### src/pkg/ccp_pkg.sv
// clock control package: register map, fields, resets, timing, types
// assumes a 10 MHz block clock and a byte-wide control port
//
// Operation
// RL1: host sets core clock gate, bit 0 of 0x00, when a crystal is used
// RL2: host programs the PLL output to exactly 24.576 MHz
// RL3: source clock may bypass the PLL when it is 12.288 or 24.576 MHz
// RL4: host sets both halvers so master and core clocks are 12.288 MHz
// RL5: halvers at 1 divide by one, halvers at 0 divide by two
// RL6: halvers fixed after setup; source select may change while running
// RL7: after power-up internal reset is held, then released after 15 ms
// RL8: core clock gate resets clear; clear stops, set starts the clock
// RL9: host keeps gate clear until lock bit in 0x06 is reported
// RL10: host clears PLL on, writes 0x01..0x05, sets PLL on, polls lock
// RL11: during lock acquisition host touches only registers 0x00..0x06
// RL12: host clears run bit in 0x09 before changing decimator or feed
// RL13: reference passes an integer predivider X+1, X in 0x05 bits 2:1
// RL14: integer mode multiplies by R/2, numerator and denominator ignored
// RL15: fractional mode multiplies by half of R plus N/M
// RL16: host keeps N/M between 0.1 and 0.9 in fractional mode
// RL17: host keeps PLL output between 20.5 MHz and 27 MHz
// RL18: PLL reference of 8 to 27 MHz comes from the master clock input
// RL19: clock output is master clock times 2, 1, 1/2, 1/4 or 1/8
// RL20: in PDM mode only the 1/2, 1/4 and 1/8 settings give a clock
// RL21: host picks times two only when master halver divides by two
// RL22: 0x05 holds R above the predivider field; 0x20 means R=4, X+1=1
// RL23: 0x01/0x02 hold M high/low, 0x03/0x04 hold N high/low
// RL24: lock reads clear while PLL is off, set only once output settles

package ccp_pkg;
   localparam int ADDR_W = 8;
   localparam int DATA_W = 8;
   localparam int FRAC_W = 16;
   localparam int RINT_W = 4;

   // ------------------------------------------------------------
   // register offsets
   // ------------------------------------------------------------
   localparam logic [7:0] ADDR_CLK_CTRL  = 8'h00;
   localparam logic [7:0] ADDR_DEN_HI    = 8'h01;
   localparam logic [7:0] ADDR_DEN_LO    = 8'h02;
   localparam logic [7:0] ADDR_NUM_HI    = 8'h03;
   localparam logic [7:0] ADDR_NUM_LO    = 8'h04;
   localparam logic [7:0] ADDR_PLL_RATIO = 8'h05;
   localparam logic [7:0] ADDR_LOCK      = 8'h06;
   localparam logic [7:0] ADDR_CLOCK_OUTPUT_PIN    = 8'h07;
   localparam logic [7:0] ADDR_CORE_RUN  = 8'h09;

   // ------------------------------------------------------------
   // field positions
   // ------------------------------------------------------------
   localparam int BIT_GATE     = 0;
   localparam int BIT_MDIV     = 1;
   localparam int BIT_CDIV     = 2;
   localparam int BIT_SRC      = 3;
   localparam int BIT_PLL_EN   = 7;
   localparam int BIT_FRAC     = 0;
   localparam int PDIV_LSB     = 1;
   localparam int PDIV_MSB     = 2;
   localparam int RINT_LSB     = 3;
   localparam int RINT_MSB     = 6;
   localparam int BIT_LOCK     = 0;
   localparam int CO_SEL_LSB   = 0;
   localparam int CO_SEL_MSB   = 2;
   localparam int BIT_PDM      = 3;
   localparam int BIT_CORE_RUN = 0;

   // ------------------------------------------------------------
   // reset values and masks
   // ------------------------------------------------------------
   localparam logic [7:0]  CLK_CTRL_RST  = 8'h00;
   localparam logic [7:0]  CLK_CTRL_MASK = 8'h8f;
   localparam logic [7:0]  RATIO_RST     = 8'h00;
   localparam logic [7:0]  RATIO_MASK    = 8'h7f;
   localparam logic [15:0] FRAC_RST      = 16'h0000;

   // ------------------------------------------------------------
   // timing
   // ------------------------------------------------------------
   localparam int CLK_FREQ_KHZ     = 10000;
   localparam int POR_TIME_MS      = 15;
   localparam int POR_CYCLES_DFLT  = POR_TIME_MS * CLK_FREQ_KHZ;
   localparam int LOCK_CYCLES_DFLT = 64;

   // ------------------------------------------------------------
   // types
   // ------------------------------------------------------------
   typedef enum logic [2:0] {
      CO_X2      = 3'b000,
      CO_X1      = 3'b001,
      CO_HALF    = 3'b010,
      CO_QUARTER = 3'b011,
      CO_EIGHTH  = 3'b100
   } ccp_clock_output_pin_type;

   typedef enum logic [1:0] {
      PLL_OFF    = 2'b00,
      PLL_WAIT   = 2'b01,
      PLL_LOCKED = 2'b10
   } ccp_pll_type;
endpackage

### src/design/ccp_clock_output_pin.sv
// clock output pin generator
// assumes master and source ticks already gated by the core clock gate
`timescale 1ns/1ns
`default_nettype none

module ccp_clock_output_pin (
   // clock and reset
   input  wire logic                    mclk_i,
   input  wire logic                    rst_i,
   input  wire logic                    ce_i,
   // ticks
   input  wire logic                    src_hit_i,
   input  wire logic                    mst_hit_i,
   input  wire logic                    x2_ok_i,
   // configuration
   input  wire ccp_pkg::ccp_clock_output_pin_type sel_i,
   input  wire logic                    pdm_i,
   // pin
   output var  logic                    pin_o
);
   import ccp_pkg::*;

   logic [2:0] div_cnt;
   logic [2:0] next_div_cnt;
   logic       next_pin;
   logic       tgl;

   // ------------------------------------------------------------
   // toggle selection
   // ------------------------------------------------------------
   always_comb begin
      next_div_cnt = mst_hit_i ? div_cnt + 3'h1 : div_cnt;
      tgl = 1'b0;
      case (sel_i)
         CO_X2:      tgl = src_hit_i & x2_ok_i & ~pdm_i;     // RL19 RL20
         CO_X1:      tgl = mst_hit_i & ~pdm_i;               // RL19 RL20
         CO_HALF:    tgl = mst_hit_i & div_cnt[0];           // RL19
         CO_QUARTER: tgl = mst_hit_i & (&div_cnt[1:0]);      // RL19
         CO_EIGHTH:  tgl = mst_hit_i & (&div_cnt);           // RL19
         default:    tgl = 1'b0;
      endcase
      next_pin = tgl ? ~pin_o : pin_o;
      if (pdm_i && (sel_i == CO_X2 || sel_i == CO_X1)) begin
         next_pin = 1'b0;                                    // RL20
      end
   end

   always_ff @(posedge mclk_i or posedge rst_i) begin
      if (rst_i) begin
         div_cnt <= 3'h0;
         pin_o   <= 1'b0;
      end else if (ce_i) begin
         div_cnt <= next_div_cnt;
         pin_o   <= next_pin;
      end
   end
endmodule // ccp_clock_output_pin

`default_nettype wire

### src/design/ccp_clock_init.sv
// clock gating, halvers, PLL setup and power-up hold
// assumes source and PLL clocks arrive as one-cycle ticks on mclk_i
`timescale 1ns/1ns
`default_nettype none

module ccp_clock_init #(
   parameter int unsigned POR_CYCLES  = ccp_pkg::POR_CYCLES_DFLT,
   parameter int unsigned LOCK_CYCLES = ccp_pkg::LOCK_CYCLES_DFLT
) (
   // clock and reset
   input  wire logic                        mclk_i,
   input  wire logic                        rst_i,
   input  wire logic                        ce_i,
   // control port
   input  wire logic                        wr_en_i,
   input  wire logic                        rd_en_i,
   input  wire logic [ccp_pkg::ADDR_W-1:0]  addr_i,
   input  wire logic [ccp_pkg::DATA_W-1:0]  wdata_i,
   output var  logic [ccp_pkg::DATA_W-1:0]  rdata_o,
   output var  logic                        rvalid_o,
   // clocks in
   input  wire logic                        src_tick_i,
   input  wire logic                        pll_tick_i,
   input  wire logic                        pll_settled_i,
   // PLL controls
   output var  logic                        pll_en_o,
   output var  logic                        pll_ref_tick_o,
   output var  logic                        pll_frac_o,
   output var  logic [ccp_pkg::RINT_W-1:0]  pll_int_o,
   output var  logic [ccp_pkg::FRAC_W-1:0]  pll_num_o,
   output var  logic [ccp_pkg::FRAC_W-1:0]  pll_den_o,
   // internal clocks and status
   output var  logic                        int_rst_o,
   output var  logic                        core_clock_gate_o,
   output var  logic                        mst_tick_o,
   output var  logic                        core_tick_o,
   output var  logic                        core_run_o,
   output var  logic                        clock_output_pin_o
);
   import ccp_pkg::*;

   localparam int PW = $clog2(POR_CYCLES + 1);
   localparam int LW = $clog2(LOCK_CYCLES + 1);

   // ------------------------------------------------------------
   // register file
   // ------------------------------------------------------------
   logic [7:0]          clk_ctrl, next_clk_ctrl;
   logic [7:0]          ratio, next_ratio;
   logic [15:0]         den, next_den;
   logic [15:0]         num, next_num;
   ccp_clock_output_pin_type      co_sel, next_co_sel;
   logic                pdm, next_pdm;
   logic                next_core_run;
   logic [7:0]          next_rdata;
   logic                next_rvalid;
   logic                locked;
   ccp_pll_type         pll_st, next_pll_st;

   assign locked = (pll_st == PLL_LOCKED);

   always_comb begin
      next_clk_ctrl = clk_ctrl;
      next_ratio    = ratio;
      next_den      = den;
      next_num      = num;
      next_co_sel   = co_sel;
      next_pdm      = pdm;
      next_core_run = core_run_o;
      next_rvalid   = rd_en_i & ~int_rst_o;
      next_rdata    = 8'h00;
      if (int_rst_o) begin
         next_clk_ctrl = CLK_CTRL_RST;                          // RL7 RL8
         next_ratio    = RATIO_RST;
         next_den      = FRAC_RST;
         next_num      = FRAC_RST;
         next_co_sel   = CO_X2;
         next_pdm      = 1'b0;
         next_core_run = 1'b0;
      end else if (wr_en_i) begin
         case (addr_i)
            ADDR_CLK_CTRL:  next_clk_ctrl = wdata_i & CLK_CTRL_MASK; // RL6
            ADDR_DEN_HI:    next_den[15:8] = wdata_i;           // RL23
            ADDR_DEN_LO:    next_den[7:0]  = wdata_i;           // RL23
            ADDR_NUM_HI:    next_num[15:8] = wdata_i;           // RL23
            ADDR_NUM_LO:    next_num[7:0]  = wdata_i;           // RL23
            ADDR_PLL_RATIO: next_ratio = wdata_i & RATIO_MASK;  // RL22
            ADDR_CLOCK_OUTPUT_PIN: begin
               next_co_sel =
                  ccp_clock_output_pin_type'(wdata_i[CO_SEL_MSB:CO_SEL_LSB]);
               next_pdm    = wdata_i[BIT_PDM];
            end
            ADDR_CORE_RUN:  next_core_run = wdata_i[BIT_CORE_RUN];
            default: ;
         endcase
      end
      if (rd_en_i) begin
         case (addr_i)
            ADDR_CLK_CTRL:  next_rdata = clk_ctrl;
            ADDR_DEN_HI:    next_rdata = den[15:8];
            ADDR_DEN_LO:    next_rdata = den[7:0];
            ADDR_NUM_HI:    next_rdata = num[15:8];
            ADDR_NUM_LO:    next_rdata = num[7:0];
            ADDR_PLL_RATIO: next_rdata = ratio;
            ADDR_LOCK:      next_rdata = {7'h00, locked};       // RL24
            ADDR_CLOCK_OUTPUT_PIN:    next_rdata = {4'h0, pdm, co_sel};
            ADDR_CORE_RUN:  next_rdata = {7'h00, core_run_o};
            default:        next_rdata = 8'h00;
         endcase
      end
   end

   always_ff @(posedge mclk_i or posedge rst_i) begin
      if (rst_i) begin
         clk_ctrl   <= CLK_CTRL_RST;                            // RL8
         ratio      <= RATIO_RST;
         den        <= FRAC_RST;
         num        <= FRAC_RST;
         co_sel     <= CO_X2;
         pdm        <= 1'b0;
         core_run_o <= 1'b0;
         rdata_o    <= 8'h00;
         rvalid_o   <= 1'b0;
      end else if (ce_i) begin
         clk_ctrl   <= next_clk_ctrl;
         ratio      <= next_ratio;
         den        <= next_den;
         num        <= next_num;
         co_sel     <= next_co_sel;
         pdm        <= next_pdm;
         core_run_o <= next_core_run;
         rdata_o    <= next_rdata;
         rvalid_o   <= next_rvalid;
      end
   end

   assign core_clock_gate_o = clk_ctrl[BIT_GATE];
   assign pll_en_o          = clk_ctrl[BIT_PLL_EN];

   // ------------------------------------------------------------
   // power-up hold and PLL lock tracking
   // ------------------------------------------------------------
   logic [PW-1:0] por_cnt, next_por_cnt;
   logic          next_int_rst;
   logic [LW-1:0] lock_cnt, next_lock_cnt;

   always_comb begin
      next_por_cnt  = por_cnt;
      next_int_rst  = 1'b1;
      if (por_cnt != PW'(POR_CYCLES)) begin
         next_por_cnt = por_cnt + PW'(1);                       // RL7
      end
      if (next_por_cnt == PW'(POR_CYCLES)) begin
         next_int_rst = 1'b0;                                   // RL7
      end
      next_pll_st   = pll_st;
      next_lock_cnt = lock_cnt;
      case (pll_st)
         PLL_OFF: begin
            next_lock_cnt = '0;
            if (pll_en_o) begin
               next_pll_st = PLL_WAIT;
            end
         end
         PLL_WAIT: begin
            if (!pll_settled_i) begin
               next_lock_cnt = '0;
            end else if (lock_cnt == LW'(LOCK_CYCLES - 1)) begin
               next_pll_st = PLL_LOCKED;                        // RL24
            end else begin
               next_lock_cnt = lock_cnt + LW'(1);
            end
         end
         PLL_LOCKED: begin
            if (!pll_settled_i) begin
               next_pll_st   = PLL_WAIT;
               next_lock_cnt = '0;
            end
         end
         default: next_pll_st = PLL_OFF;
      endcase
      if (!pll_en_o) begin
         next_pll_st = PLL_OFF;                                 // RL24
      end
   end

   always_ff @(posedge mclk_i or posedge rst_i) begin
      if (rst_i) begin
         por_cnt   <= '0;
         int_rst_o <= 1'b1;
         pll_st    <= PLL_OFF;
         lock_cnt  <= '0;
      end else if (ce_i) begin
         por_cnt   <= next_por_cnt;
         int_rst_o <= next_int_rst;
         pll_st    <= next_pll_st;
         lock_cnt  <= next_lock_cnt;
      end
   end

   // ------------------------------------------------------------
   // predivider, halvers and clock gating
   // ------------------------------------------------------------
   logic [1:0] pre_cnt, next_pre_cnt;
   logic       mph, next_mph;
   logic       cph, next_cph;
   logic       sel_tick, pre_hit, mst_hit, core_hit;
   logic       next_ref, next_mst, next_core;

   always_comb begin
      sel_tick = clk_ctrl[BIT_SRC] ? pll_tick_i : src_tick_i; // RL3 RL6
      pre_hit  = src_tick_i & (pre_cnt == ratio[PDIV_MSB:PDIV_LSB]);
      next_pre_cnt = pre_cnt;
      if (!pll_en_o || pre_hit) begin
         next_pre_cnt = 2'h0;                                   // RL13
      end else if (src_tick_i) begin
         next_pre_cnt = pre_cnt + 2'h1;                         // RL13 RL18
      end
      next_ref = pll_en_o & pre_hit;                            // RL13
      mst_hit  = sel_tick & (clk_ctrl[BIT_MDIV] | mph);         // RL5
      core_hit = sel_tick & (clk_ctrl[BIT_CDIV] | cph);         // RL5
      next_mph = sel_tick ? ~mph : mph;
      next_cph = sel_tick ? ~cph : cph;
      next_mst  = core_clock_gate_o & mst_hit;                  // RL8
      next_core = core_clock_gate_o & core_hit;                 // RL8
   end

   always_ff @(posedge mclk_i or posedge rst_i) begin
      if (rst_i) begin
         pre_cnt        <= 2'h0;
         mph            <= 1'b0;
         cph            <= 1'b0;
         pll_ref_tick_o <= 1'b0;
         mst_tick_o     <= 1'b0;
         core_tick_o    <= 1'b0;
         pll_frac_o     <= 1'b0;
         pll_int_o      <= '0;
         pll_num_o      <= '0;
         pll_den_o      <= '0;
      end else if (ce_i) begin
         pre_cnt        <= next_pre_cnt;
         mph            <= next_mph;
         cph            <= next_cph;
         pll_ref_tick_o <= next_ref;
         mst_tick_o     <= next_mst;
         core_tick_o    <= next_core;
         pll_frac_o     <= ratio[BIT_FRAC];                     // RL22
         pll_int_o      <= ratio[RINT_MSB:RINT_LSB];            // RL22
         pll_num_o      <= ratio[BIT_FRAC] ? num : '0;          // RL14 RL15
         pll_den_o      <= den;                                 // RL15
      end
   end

   ccp_clock_output_pin u_clock_output_pin (
      .mclk_i    (mclk_i),
      .rst_i     (rst_i),
      .ce_i      (ce_i),
      .src_hit_i (sel_tick & core_clock_gate_o),
      .mst_hit_i (next_mst),
      .x2_ok_i   (~clk_ctrl[BIT_MDIV]),
      .sel_i     (co_sel),
      .pdm_i     (pdm),
      .pin_o     (clock_output_pin_o)
   );
endmodule // ccp_clock_init

`default_nettype wire

### config.mk
export PLATFORM = sky130hd
export DESIGN_NAME = ccp_clock_init
export DESIGN_NICKNAME = d
export VERILOG_FILES = /design/src/pkg/ccp_pkg.sv /design/src/design/ccp_clock_output_pin.sv /design/src/design/ccp_clock_init.sv
export SDC_FILE = /design/constraint.sdc
export NUM_CORES = 1
export LEC_CHECK = 0
export ABC_AREA = 1
export ABC_CLOCK_PERIOD_IN_PS = 5100
export BUFFER_PORTS_ARGS = -buffer_cell sky130_fd_sc_hd__buf_2
export CAP_MARGIN = 25
export CORE_ASPECT_RATIO = 0.8
export CORE_MARGIN = 1
export CORE_UTILIZATION = 55
export DETAILED_ROUTE_END_ITERATION = 16
export PLACE_DENSITY = 0.73
export SYNTH_ARGS = -nofsm -noshare
export SYNTH_HDL_FRONTEND = slang
export SYNTH_SLANG_ARGS = --single-unit
### constraint.sdc
create_clock -name mclk_i -period 5.1 [get_ports mclk_i]
set_input_delay 0.765 -clock mclk_i [delete_from_list [all_inputs] [get_ports mclk_i]]
set_output_delay 0.765 -clock mclk_i [all_outputs]
set_load 0.1 [all_outputs]
# Word level (Yosys, flattened, before mapping)
# Cells that the tools add are included.
# W data, S select, Z words.
# word_totals
reg_bits	138
in_bits	24
output_inout_bits	54
word_cells	154
# classes
n_addsub	4
eq_ne	23
n_mux	43
n_bitwise	22
reduce_logical	35
# ops
operator	n
$mux W8	11
$mux W16	5
$pmux W8 S9	1
$eq A8 B3 Y1 const B	4
$reduce_and A3 Y1	9
$reduce_bool A2 Y1	11
$mux W7	3
$pmux W7 S3	1
$add A18 B1 Y18 const B	1
$eq A18 B18 Y1 const B	1
$mux W18	1
$ne A18 B18 Y1 const B	1
$eq A8 B2 Y1 const B	2
$and A1 B1 Y1	14
$mux W2	6
$ne A3 B3 Y1 const B	4
$mux W1	10
$reduce_and A2 Y1	5
$mux W3	3
$eq A8 B1 Y1 const B	1
$eq A8 B4 Y1 const B	1
$logic_not A8 Y1	1
$reduce_and A4 Y1	2
$add A7 B1 Y7 const B	1
other kinds (20)	28

# Longest topological paths before layout
# Gate-level depths: netlist (run 1).
# logic_depth
depth_word	7
mapped_depth	12
ltp_nobuf	12

# Modules after synthesis
# A second synthesis (run 1) with hierarchy kept.
# hier_totals
cells_unflattened	801
area_unflattened_um2	6462.4
# modules_own_cells
mod	instances	cells_per_inst	area_each_um2
ccp_clock_init	1	763	6180.9
ccp_clock_output_pin	1	38	281.5

# Least setup slack after synthesis (run 1)
# Ideal clock, no wire load.
# synth_timing
kind	input to register
startpoint	input addr_i[7] in the netlist's numbering
endpoint	register ratio[0]
setup_ns	0.123
arrival_ns	1.744
setup_slack_ns	3.232
cell_stages	9
cell_sequence	nor2_2 nand2_4 nor3_4 nand2_2 inv_2 o21ai_4 buf_6 nand2_2 o21ai_2
# synth_between
elab_chain_cells	3
# synth_lines
element	line_no	rtl
start, declared	ccp_clock_init.sv:17	input wire logic [ccp_pkg::ADDR_W-1:0] addr_i,
$eq A8 B3 Y1	ccp_clock_init.sv:81	case (addr_i)
$reduce_bool A2 Y1 (no source line)	--	
$reduce_and A3 Y1 (no source line)	--	
end signal, assigned	ccp_clock_init.sv:126	ratio <= next_ratio;
end, declared	ccp_clock_init.sv:49	logic [7:0] ratio, next_ratio;
# Every way passes these cells.
# A chain may end at the register's enable or synchronous reset.

# Final worst setup path (run 1)
# layout_timing
startpoint	register int_rst_o
endpoint	output int_rst_o
# layout_lines
element	line_no	rtl
start, declared	ccp_clock_init.sv:33	output var logic int_rst_o,
start signal, assigned	ccp_clock_init.sv:195	int_rst_o <= next_int_rst;
# No word-level cell between the ends.

==> impl_metrics.env, run 1 <==
export IMPL_place_congestion=0.901
export IMPL_p_leak_nw=3.92
export IMPL_drc=0
export IMPL_io_pins=78
export IMPL_clockBufferDepth=2
export IMPL_fmax_ghz=0.406
export IMPL_via_per_inst=5.52
export IMPL_row_count=35
export IMPL_post_cts_buffers=0
export IMPL_cts_tree="built"
export IMPL_worst_pin_slew_ns=0.714
export IMPL_ys_seq_elements=134
export IMPL_rsz0062_at_grt="false"
export IMPL_cts_htree_levels=4
export IMPL_core_area_mm2=0.0116
export IMPL_path_class="register to output port"
export IMPL_grt_use_total_pct=29.8
export IMPL_yosys_warnings=0
export IMPL_grt_max_degree=69
export IMPL_start_util_pct=56.7
export IMPL_cp_data_arrival_time_ns=1.70
export IMPL_final_min_clock_period_ns=2.47
export IMPL_fin_crit_sh_pct=48.3
export IMPL_use_met1_pct=45.1
export IMPL_io_buffers=77
export IMPL_numCtsBuffers=17
export IMPL_grt_use_met3_pct=6.25
export IMPL_max_slew_margin_pct=52.4
export IMPL_critical_path_slowest_cell="dfstp_2"
export IMPL_syn_avg_cell_area_um2=8.22
export IMPL_ctsHoldBuffers=0
export IMPL_grt_pass1_vias=5386
export IMPL_die_h_um=99.6
export IMPL_path_clk_slew_ns=0.07
export IMPL_synth_seq_area_share_pct=51.2
export IMPL_slew_viol_final=0
export IMPL_drive_above_1_share_pct=18.6
export IMPL_clock_skew_final_ns=0.0129
export IMPL_ys_types=45
export IMPL_fin_area_mm2=0.00759
export IMPL_setup_tns_ns=0
export IMPL_place_hpwl_um=11900
export IMPL_clock_sinks=134
export IMPL_critPathTopFamily="flip-flops"
export IMPL_cp_cell_sequence="buf_2"
export IMPL_place_area_mm2=0.00702
export IMPL_routedWlPerCell_um=16.5
export IMPL_num_vias=5703
export IMPL_area_growth_pct=15.8
export IMPL_slowest_delay_ns=0.77
export IMPL_top_usage_layer="met1"
export IMPL_ir_drop_mv=0.236
export IMPL_critPathBufInv=1
export IMPL_yosysTopAreaCell="dfrtp_1"
export IMPL_wl_um=17100
export IMPL_postRouteAntennaNets=0
export IMPL_synth_area_leaders="dfrtp_1 (51%), nand2_1 (17%), o21ai_0 (4.5%), nand3_1 (4.0%), nor2_1 (3.3%)"
export IMPL_final_common_cell="nand2_1"
export IMPL_synth_cells=797
export IMPL_finalSetupViolCount=0
export IMPL_antenna_found_initial=0
export IMPL_n_antenna_cell=0
export IMPL_drt_iter0_drc=542
export IMPL_nNetsFinal=902
export IMPL_dr_pass1_iters=5
export IMPL_holdCritPathClass="input pin to asynchronous set/reset pin"
export IMPL_cap_violations=0
export IMPL_grt_overflow_total=0
export IMPL_die_w_um=124
export IMPL_clock_latency_ns=0.42
export IMPL_synth_area_mm2=0.00656
export IMPL_endpoint_kind="output port"
export IMPL_cts_resized=0
export IMPL_met2_usage_pct=43.1
export IMPL_die_area_mm2=0.0124
export IMPL_required_ns=4.34
export IMPL_syn_num_nets=826
export IMPL_root_buffer="clkbuf_16"
export IMPL_start_kind="register"
export IMPL_most_common_layout_cells="nand2_1 (296), dfrtp_1 (133), buf_2 (77)"
export IMPL_grt_pass1_wl_um=27900
export IMPL_synth_top_area_share_pct=50.8
export IMPL_status="complete, no violations"
export IMPL_cellPowerDensity_mw_per_mm2=340
export IMPL_final_hold_viol_count=0
export IMPL_critPathMaxFanout=12
-- routing by layer --
layer	vias to the layer above	routed length [um]
met5	-	0
met1	2761	8190
li1	2733	-
met3	21	1150
met4	0	218
met2	188	7500
-- worst paths after layout --
path / from / end / slack, ns / cells past startpoint
setup / recovery: int_rst_o$_DFFE_PP1P_ / int_rst_o / 2.63 / 1
hold / removal: rst_i / por_cnt[16]$_DFFE_PP0P_ / 0.34 / 2
setup reg to reg: int_rst_o$_DFFE_PP1P_ / den[8]$_DFFE_PP0P_ / 3.19 / 3
hold reg to reg: pll_den_o[2]$_DFFE_PP0P_ / pll_den_o[2]$_DFFE_PP0P_ / 0.47 / 2
max in group asynchronous: rst_i / pre_cnt[1]$_DFFE_PP0P_ / 3.69 / 3
min in group mclk_i: pll_den_o[2]$_DFFE_PP0P_ / pll_den_o[2]$_DFFE_PP0P_ / 0.47 / 2
-- registers in the layout, summed over array words and instances (netlist names), 2 cells and up --
name and count:
clk_ctrl 5, pll_st 2, den 16, co_sel 3
pre_cnt 2, por_cnt 18, pll_int_o 4, pll_den_o 16
pll_num_o 16, lock_cnt 7, ratio 7, rdata_o 8
num 16, u_clock_output_pin.div_cnt 3
-- synth_stat cells (all sizes together) --
master	number
inv	51
nand3	55
nor3b	1
a41oi	1
a22oi	9
buf	13
o22ai	1
clkbuf	11
a31oi	2
clkinv	2
o31ai	2
a21oi	9
o21ai	90
o21bai	1
nor2	66
dfrtp	133
ha	5
xnor2	3
mux2	2
nand4	10
xor2	8
nor3	8
o21a	2
o221ai	1
o2111ai	1
nand2	308
a211oi	1
dfstp	1
-- metrics by stage --
| step | power (mW) | util [%] | hold slack [ns] | std cells | worst slack (ns) |
|---|---|---|---|---|---|
| floorplan | 1.37 | - | 0.447 | 797 | 0.754 |
| global placement | 1.42 | 60.7 | 0.453 | 1001 | 2.68 |
| detailed placement | 1.43 | 60.7 | 0.456 | 1001 | 2.60 |
| CTS | 2.58 | 65.5 | 0.368 | 1033 | 2.64 |
| global route | 2.68 | 65.7 | 0.393 | 1034 | 2.62 |
| finish | 2.58 | 65.7 | 0.343 | 1034 | 2.63 |
-- cell type report --
| cell class | instances | area (um^2) |
|---|---|---|
| timing repair buffer | 81 | 428 |
| sequential | 134 | 3350 |
| fill | 960 | 3970 |
| multi-input combinational | 586 | 2860 |
| tap | 148 | 185 |
| inverter | 53 | 205 |
| clock inverter | 14 | 128 |
| clock buffer | 18 | 429 |
-- report_power, final --
group | internal [mW] | total, mW | switching, mW
combinational | 0.0766 | 0.247 | 0.171
sequential | 1.11 | 1.17 | 0.0598
clock | 0.672 | 1.17 | 0.494
-- cell families after synthesis --
family	synth area share, %
buf+inv	5.15
xor+xnor	1.47
flops	51.2
fa+ha+maj	0.954
simple gates	29.5
mux	0.344
compound gates	11.4
Power figures use the tool's default switching activity.
==> run 2, diff against run 1 <==
- ABC_CLOCK_PERIOD_IN_PS: 5100 -> 2500
- clock period: 5.1 -> 2.5 ns (I/O delays scaled with it)
==> run 2 against run 1 <==
  * Die area unchanged
  * Final cell count about the same
  * Sequential share of layout area down 0.69 points
  * Register-to-register slack worse by 2.5 ns
  * Routed wire length up 0.77%
  * Power up 120%
  * Clock-buffer cell count up 2
  * Worst hold slack worse by 0.25 ns
  * Worst setup slack worse by 2.2 ns
  * Clock skew down 0.0074 ns
  * First-iteration DRC count up 7.7%
  * Via count up 2.2%
==> impl_metrics.env, run 2 (synthesized netlist as in run 1, its figures left out) <==
export IMPL_final_cells=1035
export IMPL_endpoint_kind="output port"
export IMPL_root_buffer="clkbuf_16"
export IMPL_ir_drop_mv=0.631
export IMPL_start_kind="register"
export IMPL_numCtsBuffers=17
export IMPL_critPathMaxFanout=12
export IMPL_grt_overflow_total=0
export IMPL_cellPowerDensity_mw_per_mm2=735
export IMPL_rsz0062_at_grt="false"
export IMPL_die_h_um=99.6
export IMPL_fmax_ghz=0.483
export IMPL_grt_pass1_wl_um=27800
export IMPL_worst_pin_slew_ns=0.597
export IMPL_path_class="register to output port"
export IMPL_area_growth_pct=17.7
export IMPL_drc=0
export IMPL_regMostFlops="por_cnt"
export IMPL_final_hold_viol_count=0
export IMPL_fin_hold_ws_ns=0.0899
export IMPL_clockPowerShare_pct=48.8
export IMPL_final_min_clock_period_ns=2.07
export IMPL_num_vias=5830
export IMPL_io_buffers=77
export IMPL_r2r_end="int_rst_o$_DFFE_PP1P_"
export IMPL_drive_above_1_share_pct=18.7
export IMPL_slew_viol_final=0
export IMPL_p_sw_share_pct=25.2
export IMPL_clockBufferDepth=2
export IMPL_fin_crit_sh_pct=82.7
export IMPL_ctsHoldBuffers=0
export IMPL_postRouteAntennaNets=0
export IMPL_slowest_delay_ns=0.76
export IMPL_seqPwrFrac_pct=42.0
export IMPL_cp_data_arrival_time_ns=1.69
export IMPL_p_sw_mw=1.43
export IMPL_grt_use_total_pct=29.8
export IMPL_critPathBufInv=1
export IMPL_cts_htree_levels=4
export IMPL_via_per_inst=5.63
export IMPL_final_common_cell="nand2_1"
export IMPL_dp_cells=1003
export IMPL_max_slew_margin_pct=60.2
export IMPL_status="complete, no violations"
export IMPL_io_pins=78
export IMPL_core_area_mm2=0.0116
export IMPL_cts_resized=0
export IMPL_place_congestion=0.892
export IMPL_post_cts_buffers=0
export IMPL_start_util_pct=56.7
export IMPL_setup_tns_ns=0
export IMPL_place_hpwl_um=12200
export IMPL_clock_latency_ns=0.42
export IMPL_p_comb_share_pct=9.2
export IMPL_clock_sinks=134
export IMPL_cts_tree="built"
export IMPL_die_area_mm2=0.0124
export IMPL_fin_total_pwr_mw=5.67
export IMPL_path_clk_slew_ns=0.06
export IMPL_holdCritPathClass="input pin to asynchronous set/reset pin"
export IMPL_drt_iter0_drc=584
export IMPL_antenna_found_initial=0
export IMPL_cp_cell_sequence="buf_2"
export IMPL_largest_reg_flops=18
export IMPL_cap_violations=0
export IMPL_reg2reg_depth=10
export IMPL_required_ns=2.12
export IMPL_crit_reg2reg_launch="por_cnt[0]$_DFFE_PP0P_"
export IMPL_dpl_worst_slack_ns=0.623
export IMPL_p_leak_nw=3.98
export IMPL_finalSetupViolCount=0
export IMPL_critical_path_slowest_cell="dfstp_2"
export IMPL_routedWlPerCell_um=16.6
export IMPL_n_antenna_cell=0
export IMPL_dr_pass1_iters=5
export IMPL_setup_ws_ns=0.431
export IMPL_clock_skew_final_ns=0.00551
export IMPL_die_w_um=124
export IMPL_nNetsFinal=903
export IMPL_most_common_layout_cells="nand2_1 (296), dfrtp_1 (133), buf_2 (77)"
export IMPL_r2r_slack_ns=0.68
export IMPL_internal_power_mw=4.24
export IMPL_wl_um=17200
export IMPL_grt_pass1_vias=5399
export IMPL_critPathTopFamily="flip-flops"
export IMPL_row_count=35
export IMPL_grt_max_degree=107
[run 2: changes by cell type in the layout (fill, tap and decap cells not counted), moves of 2 or more]
| cell | delta |
|---|---|
| clkinvlp_4 | -2 |
| bufinv_16 | +4 |
| clkbuf_8 | +2 |
| inv_6 | -2 |
[run 2: how the worst max path moves through the flow]
stage | endpoint | slack, ns | cells past startpoint | start
final | int_rst_o | 0.43 | 1 | int_rst_o$_DFFE_PP1P_
after global routing | int_rst_o | 0.40 | 1 | int_rst_o$_DFFE_PP1P_
after CTS | int_rst_o | 0.43 | 1 | int_rst_o$_DFFE_PP1P_
after detailed placement | rdata_o[1]$_DFFE_PP0P_ | 0.62 | 10 | addr_i[5]
after global placement | rdata_o[1]$_DFFE_PP0P_ | 0.64 | 10 | addr_i[7]
after floorplan | clk_ctrl[0]$_DFFE_PP0P_ | 0.46 | 1 | rst_i
[run 2: through the flow]
step | utilization [%] | area, um^2
2_1_floorplan | - | 6560
3_3_place_gp | 61.0 | 7060
3_5_place_dp | 61.0 | 7060
4_1_cts | 66.7 | 7710
5_1_grt | 66.7 | 7710
6_report | 66.7 | 7710
[run 2: worst reg2reg max path, delay by kind of cell (launching register included)]
kind / cells / cell delay, ns
and+or+nand+nor: 7 / 0.84
AOI/OAI and AO/OA: 1 / 0.16
DFF: 1 / 0.42
buffers and inverters: 1 / 0.09
adders and majority gates: 1 / 0.24
[run 2: per-layer routing]
| metal | wire length, um | vias to the layer above | GRT usage (%) | share of wire [%] |
|---|---|---|---|---|
| li1 | - | 2744 | - | - |
| met4 | 310 | 0 | 8.15 | 1.8 |
| met5 | 0 | - | 0 | 0 |
| met2 | 7940 | 271 | 45.2 | 46 |
| met1 | 7610 | 2787 | 43.0 | 44 |
| met3 | 1320 | 28 | 6.59 | 7.7 |
[run 2: area by class of cell]
class / count / area (um^2)
Fill cell: 956 / 3850
Sequential cell: 134 / 3350
Multi-Input combinational cell: 586 / 2860
Clock buffer: 20 / 457
Timing Repair Buffer: 82 / 448
Inverter: 53 / 206
Clock inverter: 12 / 199
Tap cell: 148 / 185
[run 2: power groups by stage]
stage | Sequential (mW) | Clock [mW] | Combinational [mW]
floorplan | 2.39 | 0 | 0.397
global placement | 2.41 | 0 | 0.499
detailed placement | 2.42 | 0 | 0.511
CTS | 2.38 | 2.78 | 0.517
global route | 2.40 | 2.88 | 0.587
finish | 2.38 | 2.76 | 0.520
